### config.mk
export PLATFORM = sky130hd
export DESIGN_NAME = dcbu_ctrl
export DESIGN_NICKNAME = d
export VERILOG_FILES = /design/src/rtl/dcbu_pkg.sv /design/src/rtl/dcbu_ctrl.sv /design/src/rtl/dcbu_sel_delay.sv
export SDC_FILE = /design/constraint.sdc
export NUM_CORES = 1
export LEC_CHECK = 0
export ABC_AREA = 1
export BUFFER_PORTS_ARGS = -buffer_cell sky130_fd_sc_hd__buf_2
export CAP_MARGIN = 20
export CORE_ASPECT_RATIO = 0.75
export CORE_UTILIZATION = 51
export DETAILED_ROUTE_END_ITERATION = 16
export PLACE_DENSITY = 0.84
export SLEW_MARGIN = 30
export SYNTH_ARGS = -nofsm -noshare
export SYNTH_HDL_FRONTEND = slang
export SYNTH_SLANG_ARGS = --single-unit
### constraint.sdc
create_clock -name clk_sys_i -period 2 [get_ports clk_sys_i]
set_clock_uncertainty 0.2 [all_clocks]
set_input_delay 0.5 -clock clk_sys_i [delete_from_list [all_inputs] [get_ports clk_sys_i]]
set_output_delay 0.5 -clock clk_sys_i [all_outputs]
set_load 0.02 [all_outputs]
### src/rtl/dcbu_pkg.sv
// package: control word layout, frequency word layout and timing for dcbu
package dcbu_pkg;
  localparam int CW_W          = 16;
  localparam int FW_W          = 28;
  localparam int HALF_W        = 14;
  localparam int PW_W          = 12;
  // control word bit positions
  localparam int BIT_TOP1      = 15;
  localparam int BIT_TOP0      = 14;
  localparam int BIT_FULL      = 13;
  localparam int BIT_HALF      = 12;
  localparam int BIT_FREQ_REG_CHOICE_BIT      = 11;
  localparam int BIT_PSEL      = 10;
  localparam int BIT_SRC       = 9;
  localparam int BIT_RST       = 8;
  localparam int BIT_GATE      = 7;
  localparam int BIT_DACPD     = 6;
  localparam logic [13:0] CTRL_RST = 14'h0000;
  // pin select latency in master clock cycles
  localparam int SEL_LAT       = 8;
  localparam logic [3:0] LAT_W4 = 4'(SEL_LAT - 1);
  // two sync flops and the effective register use part of the latency
  localparam int SYNC_STAGES   = 2;
  localparam int SEL_PIPE      = SEL_LAT - SYNC_STAGES - 1;

  typedef struct packed {
    logic full_word_load;
    logic freq_half_select;
    logic freq_reg_choice_bit;
    logic phase_reg_choice_bit;
    logic control_source_select;
    logic soft_reset;
    logic internal_clock_gate;
    logic dac_power_down;
  } dcbu_ctrl_t;

  typedef struct packed {
    logic freq_sel;
    logic phase_sel;
    logic reset;
    logic dac_pd;
  } dcbu_eff_t;
endpackage

### src/rtl/dcbu_ctrl.sv
// control word bits D13..D6: half loads, select, source, reset, gating and DAC power-down
// Summary of operation
// - half-select 1 with full load off writes only upper 14 frequency bits.
// - half-select 0 with full load off writes only lower 14 bits.
// - half loads keep the other 14 bits unchanged; repeats allowed.
// - half-select is ignored while full-word load bit is 1.
// - frequency select bit chooses which frequency word feeds accumulator.
// - phase select bit chooses which phase offset is added.
// - source bit 1 takes selects, reset, DAC power-down from pins.
// - source bit 0 takes those functions from register bits.
// - reset bit acts only while source bit is 0.
// - reset clears internal registers to zero, giving midscale output.
// - reset bit 0 means normal operation.
// - clock-gate bit 1 stops internal clock; accumulator and output hold.
// - clock-gate bit 0 runs the internal clock normally.
// - control bits are sampled on the rising edge of clk_sys_i.
// - pin select changes take effect after eight clock cycles.
`timescale 1ns/1ps
module dcbu_ctrl
  import dcbu_pkg::*;
(
  input  wire logic              clk_sys_i,
  input  wire logic              rstn_i,
  input  wire logic [CW_W-1:0]   word_i,
  input  wire logic              word_we_i,
  input  wire logic              freq_we_i,
  input  wire logic              freq_addr_i,
  input  wire logic [HALF_W-1:0] freq_data_i,
  input  wire logic              freq_choice_pin_i,
  input  wire logic              phase_choice_pin_i,
  input  wire logic              reset_pin_i,
  input  wire logic              sleep_pin_i,
  output dcbu_ctrl_t             ctrl_o,
  output dcbu_eff_t              eff_o,
  output logic [FW_W-1:0]        freq_word_a_o,
  output logic [FW_W-1:0]        freq_word_b_o,
  output logic [FW_W-1:0]        freq_active_o,
  output logic                   acc_clk_en_o
);
  dcbu_ctrl_t        ctrl_q, ctrl_d;
  dcbu_eff_t         eff_q, eff_d;
  logic [FW_W-1:0]   fa_q, fa_d, fb_q, fb_d;
  logic [HALF_W-1:0] lsb_hold_q, lsb_hold_d;
  logic              lsb_pend_q, lsb_pend_d;
  logic [1:0]        pin_s1_q, pin_s2_q;
  logic [1:0]        pin_s1_d, pin_s2_d;
  logic [1:0]        rp_s1_q, rp_s2_q;
  logic [1:0]        rp_s1_d, rp_s2_d;
  logic [1:0]        sel_late;
  logic              word_take;

  // write one half of a frequency word; other half kept intact
  function automatic logic [FW_W-1:0] put_half(
    input logic [FW_W-1:0]   old,
    input logic [HALF_W-1:0] val,
    input logic              upper
  );
    logic [FW_W-1:0] r;
    r = old;
    if (upper) begin
      r[FW_W-1:HALF_W] = val;
    end else begin
      r[HALF_W-1:0] = val;
    end
    return r;
  endfunction

  // a word changes the control bits only when both top bits are clear;
  // any other word belongs to another register and is dropped silently
  function automatic logic ctrl_word_hit(
    input logic [CW_W-1:0] w
  );
    return !w[BIT_TOP1] && !w[BIT_TOP0];
  endfunction

  // next values of the synchronisers; sleep pin stands for DAC power-down
  always_comb begin
    pin_s1_d = {freq_choice_pin_i, phase_choice_pin_i};
    pin_s2_d = pin_s1_q;
    rp_s1_d  = {reset_pin_i, sleep_pin_i};
    rp_s2_d  = rp_s1_q;
  end

  // two-flop synchronisers for the pins; first flop read only by second
  always_ff @(posedge clk_sys_i or negedge rstn_i) begin
    if (!rstn_i) begin
      pin_s1_q <= '0;
      pin_s2_q <= '0;
      rp_s1_q  <= '0;
      rp_s2_q  <= '0;
    end else begin
      pin_s1_q <= pin_s1_d;
      pin_s2_q <= pin_s2_d;
      rp_s1_q  <= rp_s1_d;
      rp_s2_q  <= rp_s2_d;
    end
  end

  // pin selects travel the fixed pipeline; two sync flops, the pipeline
  // and the effective register add up to eight cycles from the pin edge.
  // a pin edge that misses the first flop's setup window costs one more
  // cycle, so the latency is eight or nine, never anything else
  dcbu_sel_delay u_sel_delay (
    .clk_sys_i (clk_sys_i),
    .rstn_i    (rstn_i),
    .d_i       (pin_s2_q),
    .q_o       (sel_late)
  );

  // strobe that lets a control word through to the control bits
  always_comb begin
    word_take = word_we_i && ctrl_word_hit(word_i);
  end

  // control word capture and frequency word loading
  always_comb begin
    ctrl_d     = ctrl_q;
    fa_d       = fa_q;
    fb_d       = fb_q;
    lsb_hold_d = lsb_hold_q;
    lsb_pend_d = lsb_pend_q;
    // only words with both top bits clear reach the control bits
    if (word_take) begin
      ctrl_d.full_word_load        = word_i[BIT_FULL];
      ctrl_d.freq_half_select      = word_i[BIT_HALF];
      ctrl_d.freq_reg_choice_bit   = word_i[BIT_FREQ_REG_CHOICE_BIT];
      ctrl_d.phase_reg_choice_bit  = word_i[BIT_PSEL];
      ctrl_d.control_source_select = word_i[BIT_SRC];
      ctrl_d.soft_reset            = word_i[BIT_RST];
      ctrl_d.internal_clock_gate   = word_i[BIT_GATE];
      ctrl_d.dac_power_down        = word_i[BIT_DACPD];
      lsb_pend_d                   = 1'b0;
    end
    if (freq_we_i) begin
      if (ctrl_q.full_word_load) begin
        // first write holds LSBs, second commits whole word at once
        // so the accumulator never sees a half-updated word; the
        // second write's address decides which word takes all 28 bits
        if (!lsb_pend_q) begin
          lsb_hold_d = freq_data_i;
          lsb_pend_d = 1'b1;
        end else begin
          lsb_pend_d = 1'b0;
          if (freq_addr_i) begin
            fb_d = {freq_data_i, lsb_hold_q};
          end else begin
            fa_d = {freq_data_i, lsb_hold_q};
          end
        end
      end else if (freq_addr_i) begin
        fb_d = put_half(fb_q, freq_data_i, ctrl_q.freq_half_select);
      end else begin
        fa_d = put_half(fa_q, freq_data_i, ctrl_q.freq_half_select);
      end
    end
    // reset clears internal frequency state to zero; a frequency write
    // in a reset cycle is lost, since reset must win
    if (eff_q.reset) begin
      fa_d       = '0;
      fb_d       = '0;
      lsb_pend_d = 1'b0;
    end
  end

  // effective controls: register bits or pins by source select
  always_comb begin
    if (ctrl_q.control_source_select) begin
      // register select and reset bits disregarded here
      eff_d.freq_sel  = sel_late[1];
      eff_d.phase_sel = sel_late[0];
      // reset and sleep pins skip the pipeline, only synchronised
      eff_d.reset     = rp_s2_q[1];
      eff_d.dac_pd    = rp_s2_q[0];
    end else begin
      eff_d.freq_sel  = ctrl_q.freq_reg_choice_bit;
      eff_d.phase_sel = ctrl_q.phase_reg_choice_bit;
      eff_d.reset     = ctrl_q.soft_reset;
      eff_d.dac_pd    = ctrl_q.dac_power_down;
    end
  end

  // effective controls registered on their own, one cycle after the bits
  always_ff @(posedge clk_sys_i or negedge rstn_i) begin
    if (!rstn_i) begin
      eff_q <= '0;
    end else begin
      eff_q <= eff_d;
    end
  end

  // registers; the control bits are taken on one edge as a whole word
  always_ff @(posedge clk_sys_i or negedge rstn_i) begin
    if (!rstn_i) begin
      ctrl_q     <= '0;
      fa_q       <= '0;
      fb_q       <= '0;
      lsb_hold_q <= '0;
      lsb_pend_q <= 1'b0;
    end else begin
      ctrl_q     <= ctrl_d;
      fa_q       <= fa_d;
      fb_q       <= fb_d;
      lsb_hold_q <= lsb_hold_d;
      lsb_pend_q <= lsb_pend_d;
    end
  end

  assign ctrl_o        = ctrl_q;
  assign eff_o         = eff_q;
  assign freq_word_a_o = fa_q;
  assign freq_word_b_o = fb_q;
  // active frequency word feeding the accumulator
  assign freq_active_o = eff_q.freq_sel ? fb_q : fa_q;
  // enable instead of a gated clock keeps one clock tree free of glitches;
  // reset also holds accumulator at zero
  assign acc_clk_en_o  = !ctrl_q.internal_clock_gate
                         && !eff_q.reset;
  // phase choice leaves on eff_o.phase_sel for the phase adder
endmodule

### src/rtl/dcbu_sel_delay.sv
// fixed-length shift delay for the pin select lines
`timescale 1ns/1ps
module dcbu_sel_delay
  import dcbu_pkg::*;
(
  input  wire logic       clk_sys_i,
  input  wire logic       rstn_i,
  input  wire logic [1:0] d_i,
  output logic      [1:0] q_o
);
  logic [SEL_PIPE-1:0][1:0] pipe_q;
  logic [SEL_PIPE-1:0][1:0] pipe_d;

  // shift one stage per master clock; sync and output flops make up the rest
  always_comb begin
    pipe_d = {pipe_q[SEL_PIPE-2:0], d_i};
  end

  always_ff @(posedge clk_sys_i or negedge rstn_i) begin
    if (!rstn_i) begin
      pipe_q <= '0;
    end else begin
      pipe_q <= pipe_d;
    end
  end

  assign q_o = pipe_q[SEL_PIPE-1];
endmodule

* After elaboration in Yosys (flattened, before gate mapping)
Index checks and enable logic that the tools add are counted.
** Storage, ports and cells
- Logic and storage cells :: 69
- Output and inout port bits :: 97
- Register bits :: 101
- Input port bits :: 39
** Operators by class
- Equal/unequal tests :: 5
- Bitwise gates (word level) :: 1
- Reduce and logical (&&, ||, !) cells :: 15
- Mux-type cells :: 21
** Operators by type and width (count)
- $mux W28 :: 13
- $mux W14 :: 2
- $reduce_and A5 Y1 :: 4
- $ne A3 B1 Y1 const B :: 3
- $ne A3 B3 Y1 const B :: 2
- $reduce_bool A3 Y1 :: 2
- $mux W1 :: 5
- $logic_not A1 Y1 :: 4
- $mux W4 :: 1
- $logic_and A1 B1 Y1 :: 3
- $reduce_and A3 Y1 :: 1
- $reduce_bool A2 Y1 :: 1
- $not A1 Y1 :: 1

* Logic depth before layout (Yosys ltp)
Gate-level depths: netlist (run 1).
- Depth after elaboration :: 7
- Gate-level depth with buffers :: 9

* Cells and area by module
From an unflattened synthesis (run 1), not the netlist that was laid out.
** Second synthesis, totals
- Cells, all modules :: 487
- Area, all modules :: 4480.5 um^2
** Modules (own cells, without submodules)
- dcbu_ctrl :: area each 4230.3 um^2, seq. area each 2277.2 um^2, cells an instance 477, instances 1
- dcbu_sel_delay :: area each 250.2 um^2, seq. area each 250.2 um^2, cells an instance 10, instances 1

* Worst setup path before layout (run 1)
OpenSTA, ideal clock, no wires.
- Kind :: register to output
- From :: reg eff_q, in the netlist eff_o[3]
- To :: out freq_active_o[10]
- Cell stages (with the launch flop) :: 4
- Arrival time :: 1.301 ns
- Slack :: -0.001 ns
- Path through :: dfrtp_1 buf_2 buf_2 mux2_2
** On the way
- Cells in the longest elaborated chain, start to end :: 1
** RTL lines
- from (decl) :: RTL line dcbu_ctrl.sv:41 : dcbu_eff_t eff_q, eff_d;
- from (signal assigned) :: RTL line dcbu_ctrl.sv:185 : eff_q <= '0;
- from (signal assigned) :: RTL line dcbu_ctrl.sv:187 : eff_q <= eff_d;
- $mux W28 :: RTL line dcbu_ctrl.sv:213 : assign freq_active_o = eff_q.freq_sel ? fb_q : fa_q;
- to (decl) :: RTL line dcbu_ctrl.sv:37 : output logic [FW_W-1:0] freq_active_o,
Every way passes these cells.

* Final worst setup path (run 1)
- From :: reg eff_q, in the netlist eff_o[3]
- To :: out freq_active_o[15]
Same word-level chain as after synthesis.

==> impl_metrics.csv, run 1 <==
group,metric,value,unit
status,status,"finished, violations left",
status,violations,"setup timing",
setup_path,worstPathArrival,1.42,ns
placed_design,io_buffers,129,
timing,hold_ws,0.06055,ns
synthesis,ys_types,21,
setup_path,crit_path_end_kind,"primary output",
pwr,power.density,1503,nW/um2
floorplanning,dieArea,9243,um2
global_routing,grt_antenna_before_repair,0,
synthesis,async_flop_share,1.000,
floorplanning,num_rows,29,
synthesis,synth_warnings,0,
timing,slew_headroom,0.6904,
detailed_routing,via_per_inst,5.198,
setup_path,cp_cell_sequence,"buf_12, mux2_2, buf_2",
clocking,path_clk_slew,0.07,ns
clocking,cts_tree,"built",
cells_and_area,drive_gt1_frac,0.3532,
detailed_routing,dr.pass1.iters,5,
floorplanning,die_w,110.7,um
setup_path,cp_max_fo,15,
global_routing,grt_overflow,0,
synthesis,synthCells,487,
placed_design,pre_cts_slack,0.06176,ns
pwr,swShare,0.4148,
setup_path,cpPeakStageDelay,0.41,ns
global_routing,grtUsageTotal,0.2475,
detailed_routing,wl,10930,um
synthesis,synth_flop_cell,"dfrtp_1",
synthesis,ys_ff_latch,101,
pwr,p_comb_frac,0.418,
synthesis,yosysSeqAreaShare,0.5594,
cells_and_area,layout.nets,655,
synthesis,synth_edf_count,0,
pwr,peakVddDrop,0.8600,mV
detailed_routing,drtIter0Drc,293,
detailed_routing,dr_total_vias,3784,
timing,rsz0062_at_grt,"yes",
synthesis,syn_avg_cell_area,9.277,um2
floorplanning,boundaryPins,136,
clocking,root_buffer,"clkbuf_16",
floorplanning,die_h,83.51,um
pwr,clkPwrFrac,0.212,
clocking,clk_latency,0.34,ns
pwr,power_frac_seq,0.370,
detailed_routing,drc_errors,0,
setup_path,critPathKind,"flop to primary output",
synthesis,syn_area,4518,um2
global_routing,grt_pass1_wl,17770,um
detailed_routing,wire_per_inst,15.01,um
flow_run,max_cap_viol_count,0,
setup_path,cp_num_buf_inv,2,
floorplanning,coreArea,8527,um2
clocking,cts_buffer_depth,2,
clocking,cts-htree-levels,3,
cells_and_area,synthToLayoutAreaGrowth,23.62,%
clocking,cts_buffers,9,
pwr,p_int,4.911,mW
cells_and_area,diodes,0,
pwr,power.switching,3.481,mW
timing,setup_viol,28,
pwr,leakagePower,3.129,nW
timing,fin_crit_sh,1.060,
timing,final-hold-violation-count,0,
setup_path,cp-start-kind,"flop",
timing,fmax,471.8,MHz
setup_path,slowest_stage,"dfrtp_2",
placed_design,dp_hpwl,7704,um
synthesis,synthTopCellsByArea,"dfrtp_1 (56%), nand2_1 (13%), mux2_2 (7.0%)",
setup_path,crit_required,1.30,ns
synthesis,synthMostInstantiatedCell,"nand2_1",
synthesis,yosysTopAreaCellShare,0.5594,
synthesis,synthTopCellsByCount,"nand2_1 (157), dfrtp_1 (101), o21ai_0 (54)",
placed_design,gp_congestion,0.8287,
clocking,clock_sinks,101,
worst_hold_path,holdCritPathClass,"primary input to flop",
synthesis,synth_fp_nets,526,
timing,tightest_slew,0.4632,ns
floorplanning,start_util,0.5299,
synthesis,yosys.area.top_type,"dfrtp_1",
global_routing,grt_start_max_net_pins,38,
global_routing,grt_pass1_vias,3528,
timing,slew_viol_final,0,
detailed_routing,antenna_left,0,
timing,setup_ws,-0.1195,ns
timing,period_minus_slack,2.120,ns
setup_path,critical-path-top-delay-family,"flip-flops",
-- power groups by stage --
stage	combinational [mW]	clock (mW)	sequential (mW)
6_report	3.51	1.78	3.11
2_1_floorplan	1.82	0	3.63
4_1_cts	3.50	1.81	3.10
3_5_place_dp	3.45	0	3.14
5_1_grt	3.79	1.88	3.19
3_3_place_gp	3.37	0	3.09
-- metrics by stage --
| stage | instance area (um2) | setup TNS, ns | power, mW | cells | utilization |
|---|---|---|---|---|---|
| finish | 5585 | -2.820 | 8.392 | 728 | 0.6550 |
| global route | 5585 | -4.070 | 8.862 | 728 | 0.6550 |
| CTS | 5575 | -4.266 | 8.411 | 728 | 0.6539 |
| detailed placement | 5233 | 0 | 6.588 | 709 | 0.6136 |
| global placement | 5233 | 0 | 6.463 | 709 | 0.6136 |
| floorplan | 4521 | 0 | 5.459 | 487 | - |
-- worst register-to-register path: stages, from the launching register on --
cell     delay (ns)
dfrtp_2        0.43
buf_4          0.15
buf_4          0.15
inv_6          0.11
nand3_4        0.11
nand2_4        0.24
inv_2          0.07
nand2_4        0.22
nand2_1        0.11
nand2_1        0.06
-- flip-flops by register name, indices dropped and copies added (netlist names) --
register / count
ctrl_o: 8
eff_o: 4
freq_word_a_o: 28
freq_word_b_o: 28
lsb_hold_q: 14
lsb_pend_q: 1
pin_s1_q: 2
pin_s2_q: 2
rp_s1_q: 2
rp_s2_q: 2
u_sel_delay.pipe_d: 8
u_sel_delay.q_o: 2
-- area by class of cell --
cell class | count | area, um2
clock buffers | 11 | 252.7
clock inverters | 4 | 56.30
fillers | 669 | 2942
inverters | 39 | 151.4
multi-input cells | 321 | 1650
flip-flops and latches | 101 | 2530
well taps | 108 | 135.1
repair buffers | 144 | 809.5
-- placed cells by master (no fill, tap or decap) --
cell type,instances
o21ai_1,6
nand3_4,1
inv_6,2
clkbuf_16,9
buf_2,126
nand3_1,4
dfrtp_1,99
clkinv_4,2
buf_6,1
a21oi_2,1
nor2_1,23
a21oi_1,21
o21ai_0,54
nand2_2,16
dfrtp_2,2
buf_12,3
inv_1,36
nand2_1,157
buf_4,13
dlygate4sd3_1,1
inv_2,2
nor2_2,1
nand2_4,4
clkbuf_8,2
bufinv_16,1
nor2_4,5
mux2_2,28
-- logic make-up (layout without fill, tap and decap cells) --
family / after synthesis / count (layout) / synth area share
and+or+nand+nor: 211 / 211 / 0.2038
DFF: 101 / 101 / 0.5594
muxes: 28 / 28 / 0.06979
AOI/OAI and AO/OA: 82 / 82 / 0.09166
buffers and inverters: 65 / 198 / 0.07533
-- metal layers --
layer / global-route usage / vias to the layer above / wire (um)
met5: 0 / - / 0
li1: - / 1788 / -
met1: 0.3373 / 1797 / 4785
met2: 0.3953 / 171 / 5109
met4: 0.09212 / 0 / 296
met3: 0.05084 / 28 / 734
-- repair_timing --
item                                    in CTS  in global routing
gates resized for setup                      1                  4
endpoints found under the hold margin       29                  0
endpoints found under the setup margin      30                 28
hold buffers                                 1                  0
gates cloned                                 0                  0
buffers inserted                             3                  0
-- worst paths after layout --
| path | startpoint | end | slack, ns | cells past startpoint |
|---|---|---|---|---|
| worst max-delay path | eff_o[3] | freq_active_o[15] | -0.12 | 3 |
| worst min-delay path | sleep_pin_i | rp_s1_q[0] | 0.06 | 1 |
| worst max register to register | eff_o[1] | freq_word_b_o[17] | 0.09 | 9 |
| worst min register to register | pin_s2_q[0] | u_sel_delay.pipe_d[2] | 0.15 | 0 |
| max in group asynchronous | rstn_i | freq_word_b_o[17] | 0.54 | 3 |
| min in group asynchronous | rstn_i | freq_word_b_o[2] | 0.44 | 2 |
No activity file was read; power rests on OpenSTA's default activity.
==> run 2, diff against run 1 <==
--- a/config.mk
+++ b/config.mk
@@ -11,7 +11,8 @@
 export CORE_ASPECT_RATIO = 0.75
 export CORE_UTILIZATION = 51
 export DETAILED_ROUTE_END_ITERATION = 16
-export PLACE_DENSITY = 0.84
+export PLACE_DENSITY = 0.87
+export RECOVER_POWER = 25
 export SLEW_MARGIN = 30
 export SYNTH_ARGS = -nofsm -noshare
 export SYNTH_HDL_FRONTEND = slang
==> impl_metrics.csv, run 2 (synthesis results as in run 1) <==
group,metric,value,unit
setup_path,cp_max_fo,29,
timing,final-hold-violation-count,0,
clocking,cts_tree,"built",
detailed_routing,wire_per_inst,14.62,um
detailed_routing,via_per_inst,5.148,
worst_hold_path,min_to,"pin_s1_q[1]",
setup_path,r2r_slack,0.15,ns
cells_and_area,final_cell_mix,"nand2_1 (157), buf_2 (127), dfrtp_1 (101)",
setup_path,r2r-end,"freq_word_b_o[22]",
status,violations,"setup timing",
clocking,clock_sinks,101,
global_routing,grt_overflow,0,
detailed_routing,antenna_left,0,
clocking,root_buffer,"clkbuf_16",
detailed_routing,top_layer,"met4",
global_routing,grt_antenna_before_repair,0,
worst_hold_path,hold_depth,1,
placed_design,gp_congestion,0.8012,
cells_and_area,layout_commonest_cell,"nand2_1",
status,status,"finished, violations left",
global_routing,grt_start_max_net_pins,44,
floorplanning,die_w,110.7,um
global_routing,grt_pass1_vias,3514,
detailed_routing,dr_total_vias,3727,
timing,slew_viol_final,0,
detailed_routing,drtIter0Drc,269,
timing,fmax,465.2,MHz
detailed_routing,wl,10580,um
worst_hold_path,holdCritPathClass,"primary input to flop",
floorplanning,coreArea,8527,um2
timing,setup_ws,-0.1495,ns
placed_design,dp_hpwl,7485,um
clocking,path_clk_slew,0.07,ns
detailed_routing,wl_met1,4777,um
timing,rsz0062_at_grt,"yes",
timing,period_minus_slack,2.149,ns
pwr,leakagePower,3.111,nW
setup_path,cp-start-kind,"flop",
global_routing,grt_pass1_wl,17420,um
timing,fin_crit_sh,1.075,
cells_and_area,layout.nets,650,
worst_hold_path,min_from,"freq_choice_pin_i",
setup_path,crit_required,1.30,ns
setup_path,critPathKind,"flop to primary output",
setup_path,reg2reg_depth,7,
floorplanning,num_rows,29,
detailed_routing,dr.pass1.iters,6,
pwr,power.density,1511,nW/um2
detailed_routing,routed-wl-met2,4905,um
floorplanning,die_h,83.51,um
pwr,peakVddDrop,0.9015,mV
placed_design,pre_cts_slack,0.1345,ns
clocking,cts-htree-levels,3,
cells_and_area,drive_gt1_frac,0.3458,
clocking,cts_buffer_depth,2,
setup_path,timing.rr.start,"eff_o[1]",
timing,slew_headroom,0.4676,
timing,tightest_slew,0.7987,ns
cells_and_area,synthToLayoutAreaGrowth,22.79,%
placed_design,io_buffers,129,
timing,setup_viol,28,
timing,hold_ws,0.05897,ns
setup_path,crit_path_end_kind,"primary output",
flow_run,max_cap_viol_count,0,
floorplanning,dieArea,9243,um2
floorplanning,boundaryPins,136,
cells_and_area,design_area,5548,um2
placed_design,place_area,5210,um2
clocking,cts_buffers,9,
cells_and_area,diodes,0,
global_routing,grtUsageTotal,0.2414,
floorplanning,start_util,0.5299,
cells_and_area,layoutNonFillerInstCount,724,
clocking,clk_latency,0.34,ns
setup_path,worstPathArrival,1.45,ns
placed_design,placed_cells,706,
cells_and_area,final_util,0.6506,
detailed_routing,wl_met3,740,um
detailed_routing,drc_errors,0,
[run 2: cell types whose count changed in the layout (fill, tap and decap cells not counted), moves of 2 or more]
| cell | before | now |
|---|---|---|
| buf_4 | 13 | 6 |
| clkbuf_8 | 2 | 0 |
| inv_8 | 0 | 2 |
| dfrtp_1 | 99 | 101 |
| dfrtp_2 | 2 | 0 |
| clkinv_4 | 2 | 0 |
[run 2: worst max path at each step]
stage,from,end,cells after the start
2_1_floorplan,eff_o[3],freq_active_o[10],3
3_3_place_gp,eff_o[1],freq_word_b_o[26],7
3_5_place_dp,eff_o[1],freq_word_b_o[22],7
4_1_cts,eff_o[3],freq_active_o[0],3
5_1_grt,eff_o[3],freq_active_o[23],3
6_report,eff_o[3],freq_active_o[0],3
[run 2: timing repair]
action / CTS / global route
resized for setup: 0 / 1
buffers inserted: 0 / 1
hold endpoints to repair: 27 / 0
endpoints found under the setup margin: 28 / 39
pin swaps: 0 / 2
hold buffers: 1 / 0
[run 2: layout make-up]
class	instances	area (um2)
Inverter	39	151.4
Fill cell	651	2979
Timing Repair Buffer	139	767.0
Sequential cell	101	2527
Multi-Input combinational cell	321	1650
Tap cell	108	135.1
Clock inverter	7	91.34
Clock buffer	9	225.2
[run 2: per-stage QoR]
stage / TNS, ns / total power [mW]
final: -3.919 / 8.381
after global routing: -5.511 / 8.887
after CTS: -4.265 / 8.408
after detailed placement: 0 / 6.557
after global placement: 0 / 6.435
after floorplan: 0 / 5.459
[run 2: power by group]
part,total (mW),leakage (nW),internal [mW],switching [mW]
Sequential,3.11,1.27,2.64,0.471
Clock,1.82,0.157,1.01,0.812
Combinational,3.45,1.69,1.19,2.26
[run 2: per-layer routing]
metal,GRT usage,vias to the layer above
met5,0,-
met4,0.05333,0
met1,0.3540,1765
met3,0.05664,14
met2,0.3670,164
li1,-,1784
[run 2: critical path, stage by stage, from the launching register on]
cell,delay [ns]
dfrtp_1,0.37
buf_12,0.21
mux2_2,0.36
buf_2,0.16
==> run 3, diff against run 2 <==
--- a/config.mk
+++ b/config.mk
@@ -13,6 +13,7 @@
 export DETAILED_ROUTE_END_ITERATION = 16
 export PLACE_DENSITY = 0.87
 export RECOVER_POWER = 25
+export SETUP_SLACK_MARGIN = 0.02
 export SLEW_MARGIN = 30
 export SYNTH_ARGS = -nofsm -noshare
 export SYNTH_HDL_FRONTEND = slang
==> impl_metrics.csv, run 3 (synthesis results as in run 1) <==
group,metric,value,unit
clocking,clk_latency,0.34,ns
setup_path,slowest_stage,"dfrtp_1",
detailed_routing,antenna_left,0,
global_routing,grt_start_max_net_pins,44,
pwr,power.density,1509,nW/um2
cells_and_area,layout.nets,650,
detailed_routing,dr_total_vias,3727,
pwr,leakagePower,3.117,nW
placed_design,io_buffers,129,
cells_and_area,diodes,0,
cells_and_area,synthToLayoutAreaGrowth,23.04,%
pwr,clkPwrFrac,0.217,
floorplanning,coreArea,8527,um2
clocking,cts_buffers,9,
pwr,peakVddDrop,0.9012,mV
timing,setup_viol,28,
setup_path,r2r-end,"freq_word_b_o[26]",
clocking,cts_buffer_depth,2,
placed_design,gp_congestion,0.8012,
timing,tightest_slew,0.8319,ns
setup_path,cp_num_buf_inv,2,
pwr,p_int,4.846,mW
setup_path,cp_cell_sequence,"buf_12, mux2_2, buf_2",
cells_and_area,layoutNonFillerInstCount,724,
setup_path,timing.rr.start,"eff_o[1]",
detailed_routing,drc_errors,0,
worst_hold_path,min_from,"freq_choice_pin_i",
floorplanning,start_util,0.5299,
pwr,power_frac_seq,0.371,
timing,hold_ws,0.05913,ns
setup_path,critPathKind,"flop to primary output",
timing,period_minus_slack,2.151,ns
clocking,path_clk_slew,0.07,ns
worst_hold_path,hold_depth,1,
global_routing,grt_pass1_vias,3514,
status,status,"finished, violations left",
setup_path,cpPeakStageDelay,0.37,ns
cells_and_area,layout_commonest_cell,"nand2_1",
setup_path,cp-start-kind,"flop",
pwr,power.switching,3.544,mW
global_routing,grt_pass1_wl,17420,um
timing,fmax,464.8,MHz
detailed_routing,wl,10670,um
floorplanning,die_h,83.51,um
timing,final-hold-violation-count,0,
clocking,cts_tree,"built",
setup_path,r2r_slack,0.16,ns
detailed_routing,drtIter0Drc,289,
cells_and_area,drive_gt1_frac,0.3458,
floorplanning,dieArea,9243,um2
timing,fin_tns_setup,-3.953,ns
timing,rsz0062_at_grt,"yes",
cells_and_area,final_cell_mix,"nand2_1 (157), buf_2 (127), dfrtp_1 (101)",
global_routing,grtUsageTotal,0.2414,
timing,fin_crit_sh,1.076,
setup_path,crit_required,1.30,ns
floorplanning,boundaryPins,136,
floorplanning,die_w,110.7,um
pwr,p_comb_frac,0.412,
clocking,root_buffer,"clkbuf_16",
setup_path,cp_max_fo,29,
clocking,clock_sinks,101,
global_routing,grt_antenna_before_repair,0,
detailed_routing,wire_per_inst,14.73,um
flow_run,max_cap_viol_count,0,
placed_design,placed_cells,706,
detailed_routing,via_per_inst,5.148,
detailed_routing,dr.pass1.iters,7,
cells_and_area,final_util,0.6519,
setup_path,critical-path-top-delay-family,"flip-flops",
pwr,swShare,0.4224,
clocking,cts-htree-levels,3,
setup_path,crit_path_end_kind,"primary output",
setup_path,reg2reg_depth,7,
worst_hold_path,min_to,"pin_s1_q[1]",
setup_path,worstPathArrival,1.45,ns
status,violations,"setup timing",
global_routing,grt_overflow,0,
placed_design,dp_hpwl,7485,um
timing,slew_headroom,0.4454,
floorplanning,num_rows,29,
timing,slew_viol_final,0,
timing,setup_ws,-0.1515,ns
worst_hold_path,holdCritPathClass,"primary input to flop",
pwr,finalPower,8.390,mW
[run 3: power groups by stage]
stage                     combinational (mW)  sequential, mW  clock, mW
after detailed placement                3.42            3.14          0
after global placement                  3.35            3.09          0
after floorplan                         1.82            3.63          0
after CTS                               3.44            3.11       1.86
final                                   3.46            3.11       1.82
after global routing                    3.75            3.20       1.95
[run 3: repair_timing]
action                                  4_1_cts  5_1_grt
hold buffers                                  1        0
setup buffers                                 0        1
gates resized for setup                       0        3
pin swaps                                     0        2
hold endpoints to repair                     27        0
endpoints found under the setup margin       28       44
[run 3: worst max-delay path by stage]
| stage | from | endpoint | slack, ns | cells past startpoint |
|---|---|---|---|---|
| finish | eff_o[3] | freq_active_o[15] | -0.15 | 3 |
| global route | eff_o[3] | freq_active_o[23] | -0.21 | 3 |
| CTS | eff_o[3] | freq_active_o[0] | -0.17 | 3 |
| detailed placement | eff_o[1] | freq_word_b_o[22] | 0.13 | 7 |
| global placement | eff_o[1] | freq_word_b_o[26] | 0.19 | 7 |
| floorplan | eff_o[3] | freq_active_o[10] | 0.05 | 3 |
[run 3: per-layer routing]
layer	share of wire	GRT usage	up-vias
met4	0.016	0.05333	0
li1	-	-	1783
met5	0	0	-
met2	0.46	0.3670	155
met1	0.46	0.3540	1774
met3	0.065	0.05664	15
[run 3: area by class of cell]
class	instances	area [um2]
flip-flops and latches	101	2527
well taps	108	135.1
inverters	39	151.4
clock inverters	7	91.34
clock buffers	9	225.2
multi-input cells	321	1655
repair buffers	139	773.2
fillers	651	2968
[run 3: per-stage QoR]
step	worst slack [ns]	cell area, um2
3_3_place_gp	0.1852	5210
3_5_place_dp	0.1345	5210
5_1_grt	-0.2113	5559
6_report	-0.1515	5559
4_1_cts	-0.1664	5537
2_1_floorplan	0.04906	4521
[run 3: worst register-to-register path: stages, from the launching register on]
cell     delay [ns]
dfrtp_1        0.54
buf_4          0.20
inv_6          0.06
nand3_4        0.08
nand2_4        0.16
nor2_4         0.35
nand2_1        0.12
nand2_1        0.08
